==> config.mk <==
export PLATFORM = sky130hd
export DESIGN_NAME = phy_event_counter_regs
export DESIGN_NICKNAME = d
export VERILOG_FILES = /design/src/rtl/pm_counter_pkg.sv /design/src/rtl/static_cfg_if.sv /design/src/rtl/static_cfg_table.sv /design/src/rtl/phy_counter.sv /design/src/rtl/phy_event_counter_regs.sv
export SDC_FILE = /design/constraint.sdc
export NUM_CORES = 1
export LEC_CHECK = 0
export BUFFER_PORTS_ARGS = -buffer_cell sky130_fd_sc_hd__buf_4
export CAP_MARGIN = 20
export CORE_UTILIZATION = 30
export CTS_CLUSTER_DIAMETER = 40
export DETAILED_ROUTE_END_ITERATION = 8
export MAX_ROUTING_LAYER = met4
export PLACE_DENSITY = 0.48
export SLEW_MARGIN = 20
export SYNTH_ARGS = -nofsm -noshare
export SYNTH_HDL_FRONTEND = slang
export SYNTH_HIERARCHICAL = 1
export SYNTH_SLANG_ARGS = --single-unit
==> constraint.sdc <==
create_clock -name clock -period 5.91 [get_ports clock]
set_clock_uncertainty 0.1 [all_clocks]
set_input_delay 0.591 -clock clock [delete_from_list [all_inputs] [get_ports clock]]
set_output_delay 0.591 -clock clock [all_outputs]
set_load 0.1 [all_outputs]
==> src/rtl/pm_counter_pkg.sv <==
// Constants shared by the event counter register logic
`default_nettype none
package pm_counter_pkg;
  localparam logic [3:0]  CONTROL_PORT      = 4'hf;
  localparam int          NUM_SETS          = 16;
  localparam int          NUM_SLOTS         = 2;
  localparam logic [15:0] COUNTER_BASE      = 16'h0100;
  localparam logic [15:0] STATIC_LIMIT      = 16'h0020;
  localparam logic [15:0] IDX_PRODUCT       = 16'h0000;
  localparam logic [15:0] IDX_REVISION      = 16'h0001;
  localparam logic [15:0] IDX_PORT_INFO     = 16'h0002;
  localparam logic [15:0] IDX_COUNTER_CTRL  = 16'h0022;
  localparam logic [15:0] IDX_FEATURE       = 16'h0040;
  localparam int          CTRL_ENABLE_BIT   = 0;
  localparam int          CTRL_RESET_LSB    = 16;
  localparam int          FEATURE_PEC_BIT   = 3;
  localparam logic        ENABLE_RESET      = 1'b0;
  // Arbitrary neutral identity values
  localparam logic [15:0] VENDOR_CODE       = 16'h0f0f;
  localparam logic [15:0] DEVICE_CODE       = 16'h0a0a;
  localparam logic [7:0]  PRODUCT_REVISION  = 8'h01;
  localparam logic [2:0]  SPEC_SUPPORT      = 3'h7;
  localparam logic [3:0]  EXPOSED_PORTS     = 4'hf;
  localparam logic [15:0] END_OF_LIST_ID    = 16'h0000;
  localparam logic [15:0] SLOT0_ID          = 16'h000a;
  localparam logic [15:0] SLOT1_ID          = 16'h0005;
  localparam int          SLOT0_PHYS_W      = 8;
  localparam int          SLOT0_REP_W       = 16;
  localparam int          SLOT1_PHYS_W      = 20;
  localparam int          SLOT1_REP_W       = 32;
  localparam logic [7:0]  STATUS_OK         = 8'h40;
  localparam logic [7:0]  STATUS_FAIL       = 8'h41;
  localparam logic [7:0]  ERROR_NONE        = 8'h00;
  localparam logic [7:0]  ERROR_ABORT       = 8'h04;

  // Host port carries two counters, port 14 none, the rest one
  function automatic logic [1:0] slots_of(input logic [3:0] port);
    if (port == CONTROL_PORT) begin
      return 2'h2;
    end else if (port == 4'he) begin
      return 2'h0;
    end
    return 2'h1;
  endfunction

  function automatic logic [15:0] slot_id(input logic slot);
    return slot ? SLOT1_ID : SLOT0_ID;
  endfunction
endpackage
`default_nettype wire

==> src/rtl/static_cfg_if.sv <==
// Carrier between the top and the static configuration table
`default_nettype none
interface static_cfg_if;
  logic [4:0]  index;
  logic [31:0] data;
  modport requester (output index, input data);
  modport table_side (input index, output data);
endinterface
`default_nettype wire

==> src/rtl/static_cfg_table.sv <==
// Read-only static configuration registers
`default_nettype none
module static_cfg_table
  import pm_counter_pkg::*;
(
  static_cfg_if.table_side cfg
);
  // No storage at all, so no host write can ever alter it
  always_comb begin
    cfg.data = 32'h0000_0000;
    unique case ({11'h000, cfg.index})
      IDX_PRODUCT: cfg.data = {DEVICE_CODE, VENDOR_CODE};
      IDX_REVISION: cfg.data = {16'h0000, PRODUCT_REVISION,
                                4'h0, SPEC_SUPPORT, 1'b0};
      IDX_PORT_INFO: cfg.data = {28'h0000000, EXPOSED_PORTS};
      default: cfg.data = 32'h0000_0000;
    endcase
  end
endmodule
`default_nettype wire

==> src/rtl/phy_counter.sv <==
// One saturating event counter with zero-extended readout, all ones to REP_W once saturated
`default_nettype none
module phy_counter #(
  parameter int PHYS_W = 8,
  parameter int REP_W  = 16
) (
  input  wire logic        clock,
  input  wire logic        rst_n,
  input  wire logic        enable,
  input  wire logic        event_in,
  input  wire logic        clear,
  output logic [63:0]      value
);
  typedef struct packed {
    logic [PHYS_W-1:0] count;
  } cnt_state_t;

  cnt_state_t st;
  cnt_state_t next_st;
  logic       saturated;

  assign saturated = &st.count;

  always_comb begin
    next_st = st;
    if (clear) begin
      // Event in the clearing cycle is kept
      next_st.count = (enable && event_in) ? PHYS_W'(1) : '0;
    end else if (enable && event_in && !saturated) begin
      next_st.count = st.count + PHYS_W'(1);
    end
  end

  always_comb begin
    value = 64'h0;
    if (saturated) begin
      value[REP_W-1:0] = '1;
    end else begin
      value[PHYS_W-1:0] = st.count;
    end
  end

  // Asynchronous reset comes from rst_n only; port resets, zero writes and read-clears arrive through clear
  always_ff @(posedge clock or negedge rst_n) begin
    if (!rst_n) begin
      st <= '0;
    end else begin
      st <= next_st;
    end
  end
endmodule
`default_nettype wire

==> src/rtl/phy_event_counter_regs.sv <==
// Event counter and static register bank behind the control port
`default_nettype none
module phy_event_counter_regs
  import pm_counter_pkg::*;
(
  input  wire logic        clock,
  input  wire logic        rst_b,
  input  wire logic        cmd_valid,
  input  wire logic        cmd_write,
  input  wire logic [3:0]  cmd_port,
  input  wire logic [15:0] cmd_index,
  input  wire logic [63:0] cmd_value,
  input  wire logic        cmd_value_sel,
  input  wire logic        cmd_read_clear,
  input  wire logic        rsp_delivered,
  input  wire logic [31:0] phy_event,
  output logic             rsp_valid,
  output logic [63:0]      rsp_data,
  output logic [7:0]       rsp_status,
  output logic [7:0]       rsp_error_field,
  output logic             counting_enabled
);
  typedef struct packed {
    logic        rsp_valid;
    logic [63:0] rsp_data;
    logic [7:0]  rsp_status;
    logic [7:0]  rsp_error_field;
    logic        enable;
    logic        clr_pend;
    logic [3:0]  clr_port;
    logic        clr_slot;
  } reg_state_t;

  reg_state_t st;
  reg_state_t next_st;

  logic [1:0]  rst_sync;
  logic        rst_n;
  logic [63:0] cnt_value [NUM_SETS][NUM_SLOTS];
  logic [31:0] clr_one;
  logic [15:0] port_reset;
  logic        global_hit;
  logic        cnt_hit;
  logic [15:0] slot_off;
  logic        slot_ok;
  logic        slot;
  logic [63:0] global_data;

  static_cfg_if cfg ();

  always_ff @(posedge clock or negedge rst_b) begin
    if (!rst_b) begin
      rst_sync <= 2'h0;
    end else begin
      rst_sync <= {rst_sync[0], 1'b1};
    end
  end
  assign rst_n = rst_sync[1];

  static_cfg_table u_static (
    .cfg (cfg)
  );

  assign cfg.index = cmd_index[4:0];

  // Command decode; everything is reached through these commands only
  assign global_hit = (cmd_port == CONTROL_PORT) &&
                      (cmd_index < COUNTER_BASE);
  assign cnt_hit    = cmd_index >= COUNTER_BASE;
  assign slot_off   = cmd_index - COUNTER_BASE;
  assign slot_ok    = cnt_hit &&
                      (slot_off < {14'h0000, slots_of(cmd_port)});
  assign slot       = slot_off[0];

  always_comb begin
    global_data = 64'h0;
    if (cmd_index < STATIC_LIMIT) begin
      global_data = {32'h0000_0000, cfg.data};
    end else if (cmd_index == IDX_COUNTER_CTRL) begin
      global_data[CTRL_ENABLE_BIT] = st.enable;
    end else if (cmd_index == IDX_FEATURE) begin
      global_data[FEATURE_PEC_BIT] = 1'b1;
    end
  end

  always_comb begin
    next_st = st;
    next_st.rsp_valid = 1'b0;
    clr_one = 32'h0;
    port_reset = 16'h0;
    // Clear of a read-clear counter only once its answer is through
    if (rsp_delivered && st.clr_pend) begin
      clr_one[{st.clr_port, st.clr_slot}] = 1'b1;
      next_st.clr_pend = 1'b0;
    end
    if (cmd_valid) begin
      next_st.rsp_valid = 1'b1;
      next_st.rsp_data = 64'h0;
      next_st.rsp_status = STATUS_OK;
      next_st.rsp_error_field = ERROR_NONE;
      if (cmd_write) begin
        if (global_hit && cmd_index == IDX_COUNTER_CTRL) begin
          next_st.enable = cmd_value[CTRL_ENABLE_BIT];
          port_reset = cmd_value[CTRL_RESET_LSB +: 16];
        end else if (slot_ok) begin
          if (cmd_value == 64'h0) begin
            clr_one[{cmd_port, slot}] = 1'b1;
          end
        end else if (!global_hit) begin
          next_st.rsp_status = STATUS_FAIL;
          next_st.rsp_error_field = ERROR_ABORT;
        end
        // Other global writes hit read-only space, so no effect
      end else begin
        if (global_hit) begin
          next_st.rsp_data = global_data;
        end else if (slot_ok) begin
          if (cmd_value_sel) begin
            next_st.rsp_data = cnt_value[cmd_port][slot];
          end else begin
            next_st.rsp_data = {48'h0, slot_id(slot)};
          end
          if (cmd_read_clear) begin
            // A later read-clear replaces an undelivered one
            next_st.clr_pend = 1'b1;
            next_st.clr_port = cmd_port;
            next_st.clr_slot = slot;
          end
        end else begin
          // At or past the end marker, empty list too, and global indexes off the control port
          next_st.rsp_status = STATUS_FAIL;
          next_st.rsp_error_field = ERROR_ABORT;
        end
      end
    end
  end

  for (genvar p = 0; p < NUM_SETS; p++) begin : g_set
    for (genvar s = 0; s < NUM_SLOTS; s++) begin : g_slot
      if (s < int'(slots_of(4'(p)))) begin : g_cnt
        phy_counter #(
          .PHYS_W (s == 0 ? SLOT0_PHYS_W : SLOT1_PHYS_W),
          .REP_W  (s == 0 ? SLOT0_REP_W : SLOT1_REP_W)
        ) u_cnt (
          .clock    (clock),
          .rst_n    (rst_n),
          .enable   (st.enable),
          .event_in (phy_event[p*NUM_SLOTS+s]),
          .clear    (clr_one[p*NUM_SLOTS+s] | port_reset[p]),
          .value    (cnt_value[p][s])
        );
      end else begin : g_none
        assign cnt_value[p][s] = 64'h0;
      end
    end
  end

  always_ff @(posedge clock or negedge rst_n) begin
    if (!rst_n) begin
      st <= '{rsp_valid: 1'b0, rsp_data: 64'h0, rsp_status: STATUS_OK,
              rsp_error_field: ERROR_NONE, enable: ENABLE_RESET,
              clr_pend: 1'b0, clr_port: 4'h0, clr_slot: 1'b0};
    end else begin
      st <= next_st;
    end
  end

  assign rsp_valid        = st.rsp_valid;
  assign rsp_data         = st.rsp_data;
  assign rsp_status       = st.rsp_status;
  assign rsp_error_field  = st.rsp_error_field;
  assign counting_enabled = st.enable;
endmodule
`default_nettype wire

==> results of run 1 <==
==> flip-flops by register name (all words and copies together), names as in the netlist <==
signal	cells
st	6
g_set.g_slot.g_cnt.u_cnt/st	140
rsp_data	64
counting_enabled	1
rst_sync	2
rsp_valid	1
rsp_error_field	1
==> worst max-delay path, delay by kind of cell <==
family,cells,cell delay (ns)
and+or+nand+nor,6,1.61
AOI/OAI and AO/OA,2,1.12
buffers and inverters,2,0.50
adders and majority gates,1,0.31
muxes,1,0.29
==> per-layer routing <==
metal  share of wire, %  GRT usage, %
met5                  0             -
met4                2.3          4.20
met3                5.0          2.90
met2                 46          23.5
met1                 46          19.6
==> power by group <==
group,switching (mW),total (mW),internal [mW]
logic,0.416,0.712,0.295
clock network,1.10,3.47,2.37
registers,0.0108,1.49,1.48
==> final cells by class <==
class,count,area (µm²)
Antenna cell,5,12.5
Clock buffer,62,1460
Inverter,64,240
Multi-Input combinational cell,2537,17100
Clock inverter,44,679
Tap cell,1254,1570
Fill cell,10100,65500
Timing Repair Buffer,217,1660
Sequential cell,215,5390
==> cell families after synthesis <==
| group | count (synthesis) |
|---|---|
| muxes | 394 |
| buffers and inverters | 1316 |
| and+or+nand+nor | 766 |
| adders and majority gates | 17 |
| DFF | 215 |
| other | 19 |
| AOI/OAI and AO/OA | 573 |
==> stage by stage <==
stage	cell area [µm²]	hold slack, ns
final	28100	0.0624
after detailed placement	25900	0.236
after CTS	28100	0.0347
after floorplan	31300	0.195
after global routing	28100	0.0631
after global placement	25900	0.234
==> synth_stat cells (9+ instances only) <==
| library cell | count |
|---|---|
| o31ai_1 | 10 |
| o21ai_1 | 22 |
| or3_2 | 15 |
| and3_2 | 15 |
| and4_1 | 9 |
| buf_2 | 47 |
| nand2_1 | 130 |
| nor4_2 | 17 |
| mux2_2 | 18 |
| nand4_4 | 17 |
| buf_1 | 25 |
| a211o_1 | 15 |
| conb_1 | 19 |
| o21ai_0 | 102 |
| a21oi_1 | 142 |
| a221oi_1 | 26 |
| or3_1 | 11 |
| nand2b_1 | 10 |
| or2_2 | 17 |
| mux4_2 | 122 |
| mux2_4 | 15 |
| inv_1 | 63 |
| and4b_2 | 15 |
| a31oi_1 | 35 |
| ha_1 | 17 |
| o2111ai_1 | 15 |
| buf_4 | 997 |
| nor3_1 | 77 |
| clkbuf_1 | 160 |
| dfrtp_1 | 215 |
| mux2i_1 | 237 |
| nor4_1 | 27 |
| o22ai_1 | 81 |
| nand4_1 | 33 |
| dlygate4sd1_1 | 15 |
| a211oi_1 | 54 |
| nor2_1 | 187 |
| o311ai_1 | 15 |
| nand3_4 | 15 |
| nor2b_1 | 59 |
| nor2_4 | 16 |
| nand3_1 | 49 |
| a2111oi_0 | 13 |
| or4_1 | 10 |
==> path summary, 6_finish.rpt <==
kind,from,to,slack (ns),cells after the start
min,rsp_delivered,st[5]$_DFF_PN0_,0.06,2
max reg2reg,g_set[7].g_slot[0].g_cnt.u_cnt/st[0]$_DFFE_PN0P_,rsp_data[1]$_DFFE_PN0P_,3.00,9
max in group asynchronous,rst_sync[1]$_DFF_PN0_,rsp_data[62]$_DFFE_PN0P_,3.92,1
max,cmd_port[0],g_set[2].g_slot[0].g_cnt.u_cnt/st[5]$_DFFE_PN0P_,1.85,12
min reg2reg,rst_sync[0]$_DFF_PN0_,rst_sync[1]$_DFF_PN0_,0.24,0
min in group asynchronous,rst_b,rst_sync[0]$_DFF_PN0_,0.17,2
==> impl_results.md, run 1 <==
* Status: completed
* Fin crit period at around 4.1 ns
* Grt total ovfl at 0
* Worst Setup Start Kind: primary input
* DR WL/cell at 15.9 µm
* CTS sink cnt at approximately 220
* Routed vias at approximately 20k
* Initial Utilization at about 30%
* Final setup viols at 0
* Synth cell types at 79
* Avg Cell Area, Syn at 8.62 µm²
* CTS tree: yes
* Initial antenna violation count at 10
* DRT Wirelength at 70000 µm
* Antenna-violating nets left at 0
* Synth area leaders: buf_4 26%, dfrtp_1 19%, mux4_2 9.7%
* CTS Buffer Depth at 3
* Synth Area in Simple Gates at between 10% and 20%
* Util after Layout at between 30% and 40%
* TritonRoute pass-1 iters at 5
* Multiplexer area fraction after synthesis at 19.6%
* Die Ht at 310 µm
* Final nets at 3231
* Synth Area in XOR/XNOR at 0%
* Syn Std Cell Area at 28500 µm²
* Post-CTS Resized at 0
* H-tree depth at 2
* Critical path's largest stage delay at 0.90 ns
* I/O pin total at about 210
* Register area share after synthesis at 18.9%
* Peak VDD IR at roughly 0.00022 V
* Fmax at 0.246 GHz
* Core area at 93600 µm²
* Vias per cell at about 4.4
* Pwr Total at 5.67 mW
* FP Rows at around 110
* Drt drc at 0
* Max transition margin at 29.4%
* Synth area leader: buf_4
* 1st-iter DRT viols at 1187
* Syn Inst Count at about 3.3k
* Post-route setup TNS at 0 ns
* Critical Path Sink Type: flop
* Pre-CTS setup slack at 1.23 ns
* PD cells at 202 nW/µm²
* Hold_buf cts at 1
* Post-synth EDFFs at 0
* Pin count of the biggest net entering global routing at 101
* Clock latency on the worst-skew pair at 0.64 ns
* Max-slew violations at 0
* Crit path cell chain: buf_8, and4_2, inv_2, ha_1, nand2_1, o21ai_0, nor3_2, and4_1, nand3b_1, o21ai_1, nor2b_1, mux2_4
* Max cap viols at 0
* Share of cells above drive strength 1 at ~20%
* CP Data Required Time at 6.34 ns
* Area grow syn2layout at -1.25%
* Synth Flop Type: dfrtp_1
* Final std cells w/o fill at roughly 4.4k
* Hold crit path type: in2reg
* GP Congestion at between 0.8 and 0.9
* RSZ-0062 raised after global routing: no
* Most frequent cells in the layout: 787 x conb_1, 237 x mux2i_1, 213 x dfrtp_1, 212 x buf_4, 187 x nor2_1
* Overall Global Routing Usage at ~15%
* Root Buffer: clkbuf_16
* First-pass GRT wire length at 109000 µm
* Largest family of logic cells by synthesized area: buffers and inverters
* Setup WS post-layout at 1.85 ns
* Port-buffer cells at 174
* Compound-Gate Fraction of Synth Area at ~13%
* Tcrit/Tclk final at between 60% and 70%
* Die X at about 310 µm
* Leakage at 12.7 nW
* Most common cell after layout, fill and taps aside: conb_1
* Ys async rst share at 100%
* Critical Path AT at 4.49 ns
* Final HPWL DP at slightly below 50000 µm
* Area share of the largest cell type after synthesis at 26.3%
* Vias in the first global route at ~18k
* Seq cells post-synth at 215
* # Post-CTS Setup Buffers at 0
* Slowest stage cell, crit path: o21ai_1
* Synth warn at 6
* Fin. Hold Viols at 0
* CTS clock-pin slew for the worst setup and hold paths at 0.05 ns
* CP Max Fanout at between 50 and 60
* Critical setup path kind: in2reg
* Placed Cells at about 4.3k
* CTS Buf Count at 56
* Worst-Margin Slew at 1.03 ns
* Adder-cell share of the synthesized area at 0.747%
* Die area at 96100 µm²
Power figures use the tool's default switching activity.
==> run 2, diff against run 1 <==
==> constraint.sdc (replaced) <==
create_clock -name clock -period 3.2 [get_ports clock]
set_clock_uncertainty 0.1 [all_clocks]
set_input_delay 0.32 -clock clock [delete_from_list [all_inputs] [get_ports clock]]
set_output_delay 0.32 -clock clock [all_outputs]
set_load 0.1 [all_outputs]
==> run 2 against run 1 <==
Compared with the run above:
- global-route usage is 0.32 points higher
- via count up 1.7%
- wire length up 1.9%
- non-clock buffer count rose by 92
- sequential power up 85%
==> impl_results.md, run 2 (synthesis gave the netlist of run 1 again) <==
* Fmax at 0.354 GHz
* PD cells at 338 nW/µm² (+68%)
* Fin crit period at 2.82 ns
* Overall Global Routing Usage at 15.3% (+0.32 points)
* GP Congestion at 0.853 (+0.96%)
* FP Rows at 112 (unchanged)
* CTS clock-pin slew for the worst setup and hold paths at 0.05 ns (about the same)
* Fin. Hold Viols at 0 (unchanged)
* Reg2Reg Depth at 9 (unchanged)
* Util after Layout at 30.6% (+0.62 points)
* Most common cell after layout, fill and taps aside: conb_1
* Reg-to-Reg Start: g_set[8].g_slot[0].g_cnt.u_cnt/st[1]$_DFFE_PN0P_
* Root Buffer: clkbuf_16
* Max cap viols at 0 (unchanged)
* RSZ-0062 raised after global routing: no
* Worst-Margin Slew at 1.12 ns (+0.0833 ns)
* Reg with most FFs: g_set.g_slot.g_cnt.u_cnt/st
* Area grow syn2layout at 0.792%
* Peak VDD IR at 0.000386 V (+75%)
* Clock latency on the worst-skew pair at 0.64 ns (about the same)
* I/O pin total at 205 (unchanged)
* CTS sink cnt at 215 (unchanged)
* Drt drc at 0 (unchanged)
* 1st-iter DRT viols at 1197 (+0.84%)
* DP Area at 26600 µm² (+2.7%)
* First-pass GRT wire length at 112000 µm (+2.1%)
* Tcrit/Tclk final at 88.2%
* Critical Path AT at 3.19 ns (-1.30 ns)
* Grt total ovfl at 0 (unchanged)
* Final setup viols at 0 (unchanged)
* Antenna-violating nets left at 0 (unchanged)
* Max transition margin at 25.7% (-3.8 points)
* DR WL/cell at 15.9 µm (+0.16%)
* Final HPWL DP at 51100 µm (+4.5%)
* H-tree depth at 2 (unchanged)
* Max-slew violations at 0 (unchanged)
* Vias in the first global route at 18.8k (+1.7%)
* CTS Buf Count at 51 (-8.9%)
* Hold WS at 0.0555 ns (-0.00695 ns)
* Max reg flops at 140 (unchanged)
* CTS tree: yes
* Port-buffer cells at 174 (unchanged)
* Critical setup path kind: in2reg
* Pin count of the biggest net entering global routing at 147 (+46%)
* Reg2reg end: rsp_data[1]$_DFFE_PN0P_
* CTS Buffer Depth at 3 (unchanged)
* Hold-critical path depth at 3 (+1)
* Final nets at 3318 (+2.7%)
* # Post-CTS Setup Buffers at 0 (unchanged)
* Initial antenna violation count at 6 (-4)
* Die Ht at 310 µm (unchanged)
* Initial Utilization at 30.4% (unchanged)
* Vias per cell at 4.42 (about the same)
* Post-CTS Resized at 0 (unchanged)
* Hold Path Sink: rsp_data[1]$_DFFE_PN0P_
* Routed vias at 19.8k (+1.7%)
* Area of the multi-input gates at 17100 µm² (unchanged)
* CP Max Fanout at 8 (-85%)
* DRT Wirelength at 71300 µm (+1.9%)
* Share of cells above drive strength 1 at 21.1% (+1.2 points)
* Worst Setup Start Kind: primary input
* Worst hold start: cmd_value_sel
* CP Data Required Time at 3.57 ns (-2.77 ns)
* Core area at 93600 µm² (unchanged)
* Leakage at 13.1 nW (+2.8%)
* Pwr Total at 9.70 mW (+71%)
* TritonRoute pass-1 iters at 5 (unchanged)
* Fin area at 28700 µm² (+2.1%)
* Die X at 310 µm (unchanged)
* Critical Path Sink Type: flop
* Hold crit path type: in2reg
* Die area at 96100 µm² (unchanged)
* R2R Setup Slk at 0.47 ns (-2.53 ns)
* Total area of sequential cells at 5390 µm² (unchanged)
* # fillers at 10.1k (-0.18%)
* Status: completed
* Most frequent cells in the layout: 787 x conb_1, 272 x buf_4, 237 x mux2i_1, 213 x dfrtp_1, 187 x nor2_1
[run 2: worst max-delay path, cell delays in order]
cell,delay [ns]
dlygate4sd3_1,0.54
buf_4,0.14
nor4_1,0.41
nand4_1,0.14
nor2_1,0.21
and4_1,0.31
nand3_1,0.29
o21ai_0,0.30
buf_4,0.21
nor2b_1,0.06
mux2_4,0.26
[run 2: metrics by stage]
step | setup TNS [ns] | worst slack, ns | cells
final | 0 | 0.379 | 4474
after global routing | 0 | 0.217 | 4474
after CTS | 0 | 0.377 | 4469
after detailed placement | -0.0906 | -0.0231 | 4358
after global placement | -0.178 | -0.0871 | 4358
after floorplan | 0 | 0.0586 | 4068
[run 2: what timing repair did]
item                                    4_1_cts  5_1_grt
endpoints found under the setup margin        0        0
hold endpoints to repair                     51        0
hold buffers                                 21        0
[run 2: how the worst max path moves through the flow]
stage / startpoint / depth (start not counted) / slack, ns / to
3_3_place_gp: cmd_port[3] / 13 / -0.09 / g_set[1].g_slot[0].g_cnt.u_cnt/st[5]$_DFFE_PN0P_
6_report: cmd_value[16] / 11 / 0.38 / g_set[13].g_slot[0].g_cnt.u_cnt/st[5]$_DFFE_PN0P_
5_1_grt: cmd_value[16] / 11 / 0.22 / g_set[1].g_slot[0].g_cnt.u_cnt/st[5]$_DFFE_PN0P_
4_1_cts: cmd_value[16] / 11 / 0.38 / g_set[13].g_slot[0].g_cnt.u_cnt/st[5]$_DFFE_PN0P_
2_1_floorplan: cmd_port[0] / 14 / 0.06 / g_set[10].g_slot[0].g_cnt.u_cnt/st[5]$_DFFE_PN0P_
3_5_place_dp: cmd_port[3] / 13 / -0.02 / g_set[5].g_slot[0].g_cnt.u_cnt/st[5]$_DFFE_PN0P_
[run 2: power by group]
group,leakage [nW],internal [mW],total (mW),switching [mW]
Clock,0.883,3.74,5.56,1.82
Combinational,9.25,0.602,1.39,0.791
Sequential,2.92,2.73,2.75,0.0162
Total,13.1,7.07,9.70,2.63
[run 2: layout make-up]
cell class | count | area share (%)
diodes | 5 | 0.0436
clock buffers | 64 | 4.90
clock inverters | 26 | 1.46
inverters | 64 | 0.838
multi-input cells | 2537 | 59.6
flip-flops and latches | 215 | 18.8
well taps | 1254 | 5.47
repair buffers | 309 | 8.92
[run 2: routing by layer]
| layer | global-route usage [%] | share of wire, % | vias up |
|---|---|---|---|
| met5 | - | 0 | - |
| met4 | 3.35 | 1.7 | 0 |
| met3 | 2.34 | 4.9 | 76 |
| met2 | 24.8 | 47 | 407 |
| met1 | 20.1 | 46 | 9541 |
| li1 | - | - | 9762 |
==> run 3, diff against run 2 <==
--- a/config.mk
+++ b/config.mk
@@ -12,6 +12,7 @@
 export DETAILED_ROUTE_END_ITERATION = 8
 export MAX_ROUTING_LAYER = met4
 export PLACE_DENSITY = 0.48
+export REMOVE_ABC_BUFFERS = 1
 export SLEW_MARGIN = 20
 export SYNTH_ARGS = -nofsm -noshare
 export SYNTH_HDL_FRONTEND = slang
==> run 3 against run 2 <==
Compared with the run above:
- first-iteration DRC count grew 3.0%
- clock power grew 13%
- wire length grew 4.3%
- fmax grew 0.15%
- final cell count grew 0.60%
- final area grew 1.3%
- total power grew 7.5%
- critical path type unchanged
- critical endpoint is now g_set[9].g_slot[0].g_cnt.u_cnt/st[0]$_DFFE_PN0P_
- highest routed layer unchanged
==> impl_results.md, run 3 (synthesis gave the netlist of run 1 again) <==
* Status: completed
* Crit path cell chain: dlygate4sd3_1, buf_4, ha_1, nand2_1, o21ai_0, or3_1, nand4b_1, nor3b_1, buf_4, a221o_1, buf_4, nand3_1, o311ai_1
* 1st-iter DRT viols at 1233 (+3.0%)
* Leakage at 13.2 nW (+1.4%)
* Most frequent cells in the layout: 787 x conb_1, 276 x buf_4, 237 x mux2i_1, 213 x dfrtp_1, 186 x nor2_1
* Clock latency on the worst-skew pair at 0.64 ns (about the same)
* Area grow syn2layout at 2.15%
* # fillers at 10.1k (unchanged)
* Grt total ovfl at 0 (unchanged)
* Hold crit path type: in2reg
* Critical Path Sink Type: flop
* Hold Path Sink: rsp_data[0]$_DFFE_PN0P_
* Die X at 310 µm (unchanged)
* Worst hold start: cmd_valid
* Post-route setup TNS at 0 ns (unchanged)
* Initial Utilization at 30.4% (unchanged)
* Fin. Hold Viols at 0 (unchanged)
* Share of cells above drive strength 1 at 21.8% (+0.67 points)
* Max cap viols at 0 (unchanged)
* Overall Global Routing Usage at 16.0% (+0.64 points)
* Worst Setup Start Kind: primary input
* Pin count of the biggest net entering global routing at 89 (-39%)
* TritonRoute pass-1 iters at 5 (unchanged)
* Cell repeated most along the worst path: buf_4
* R2R Setup Slk at 0.54 ns (+0.07 ns)
* I/O pin total at 205 (unchanged)
* Max-slew violations at 0 (unchanged)
* First-pass GRT wire length at 114000 µm (+2.5%)
* Vias in the first global route at 18.8k (-0.18%)
* Worst-Margin Slew at 0.820 ns (-0.295 ns)
* Vias per cell at 4.49 (+1.5%)
* RSZ-0062 raised after global routing: no
* Reg-to-Reg Start: g_set[7].g_slot[0].g_cnt.u_cnt/st[0]$_DFFE_PN0P_
* Drt drc at 0 (unchanged)
* DRT Wirelength at 74400 µm (+4.3%)
* Reg2Reg Depth at 9 (unchanged)
* Fin crit period at 2.82 ns (-0.00428 ns)
* Most common cell after layout, fill and taps aside: conb_1
* Slowest stage cell, crit path: dlygate4sd3_1
* Post-CTS Resized at 0 (unchanged)
* Hold-critical path depth at 3 (unchanged)
* Reg2reg end: rsp_data[1]$_DFFE_PN0P_
* FP Rows at 112 (unchanged)
* Critical Path AT at 3.25 ns (+0.06 ns)
* Fmax at 0.355 GHz (+0.15%)
* DP Area at 26700 µm² (+0.19%)
* CTS Buffer Depth at 3 (unchanged)
* Critical setup path kind: in2reg
* Critical path's largest stage delay at 0.61 ns (+0.07 ns)
* GP Congestion at 0.873 (+2.4%)
* Antenna-violating nets left at 0 (unchanged)
* Final nets at 3335 (+0.51%)
* PD cells at 359 nW/µm² (+6.1%)
* Final HPWL DP at 54000 µm (+5.5%)
* Util after Layout at 31.1% (+0.41 points)
* CTS sink cnt at 215 (unchanged)
* Hold_buf cts at 24 (+14%)
* CP Max Fanout at 7 (-1)
* Tcrit/Tclk final at 88.0% (-0.13 points)
* Peak VDD IR at 0.000436 V (+13%)
* CTS tree: yes
* Port-buffer cells at 174 (unchanged)
* Max transition margin at 45.1% (+19 points)
* CTS Buf Count at 60 (+18%)
* Die area at 96100 µm² (unchanged)
* Max reg flops at 140 (unchanged)
* CTS clock-pin slew for the worst setup and hold paths at 0.05 ns (about the same)
* # Post-CTS Setup Buffers at 0 (unchanged)
* H-tree depth at 2 (unchanged)
* Final setup viols at 0 (unchanged)
* Root Buffer: clkbuf_16
* Reg with most FFs: g_set.g_slot.g_cnt.u_cnt/st
* Die Ht at 310 µm (unchanged)
* DR WL/cell at 16.5 µm (+3.7%)
* Fin area at 29100 µm² (+1.3%)
* CP Data Required Time at 3.63 ns (+0.06 ns)
* Core area at 93600 µm² (unchanged)
* Routed vias at 20.2k (+2.1%)
* Initial antenna violation count at 3 (-3)
-- run 3: power breakdown --
group | switching [mW] | total [mW] | internal (mW) | leakage [nW]
Sequential | 0.0182 | 2.75 | 2.73 | 2.92
Combinational | 0.796 | 1.40 | 0.601 | 9.31
Clock | 2.02 | 6.29 | 4.27 | 1.02
-- run 3: layout make-up --
class,count,area (µm²),share of cell area (%)
Tap cell,1254,1570,5.40
Clock buffer,72,1640,5.63
Sequential cell,215,5390,18.5
Clock inverter,39,493,1.70
Antenna cell,3,7.51,0.0258
Multi-Input combinational cell,2537,17100,58.8
Inverter,64,240,0.826
Timing Repair Buffer,317,2630,9.05
-- run 3: layer usage --
layer  up-vias  track usage (%)  part of all wire, %
li1       9845                -                    -
met4         0             3.36                  1.5
met5         -                -                    0
met1      9737             21.9                   46
met2       546             24.6                   45
met3        68             2.55                  6.8
-- run 3: worst max path at each step --
stage                          startpoint                                          endpoint  slack [ns]  cells past startpoint
finish                       cmd_index[1]  g_set[9].g_slot[0].g_cnt.u_cnt/st[0]$_DFFE_PN0P_        0.38                     13
CTS                          cmd_value[0]  g_set[5].g_slot[0].g_cnt.u_cnt/st[5]$_DFFE_PN0P_        0.44                     11
global placement             cmd_index[9]  g_set[9].g_slot[0].g_cnt.u_cnt/st[0]$_DFFE_PN0P_        0.05                     11
floorplan           rst_sync[1]$_DFF_PN0_                      counting_enabled$_DFFE_PN0P_       -3.34                      0
global route                 cmd_index[1]  g_set[9].g_slot[0].g_cnt.u_cnt/st[0]$_DFFE_PN0P_        0.32                     13
detailed placement           cmd_index[9]  g_set[9].g_slot[0].g_cnt.u_cnt/st[0]$_DFFE_PN0P_        0.05                     11
-- run 3: worst max-delay path: cells and delay by family --
family / cells / cell delay (ns)
AND/OR/NAND/NOR: 5 / 0.96
AO/OA/AOI/OAI: 3 / 0.49
adder cells (fa/ha/maj): 1 / 0.31
buffers and inverters: 4 / 1.17
-- run 3: stage by stage --
step | worst slack, ns | std cells | hold WS, ns | power [mW]
2_1_floorplan | -3.34 | 2816 | -0.0756 | 3.58
3_3_place_gp | 0.0509 | 4363 | 0.00608 | 4.11
3_5_place_dp | 0.0475 | 4363 | 0.0107 | 4.12
4_1_cts | 0.440 | 4498 | 0.00928 | 10.5
5_1_grt | 0.321 | 4500 | 0.0353 | 10.9
6_report | 0.383 | 4501 | 0.0551 | 10.4
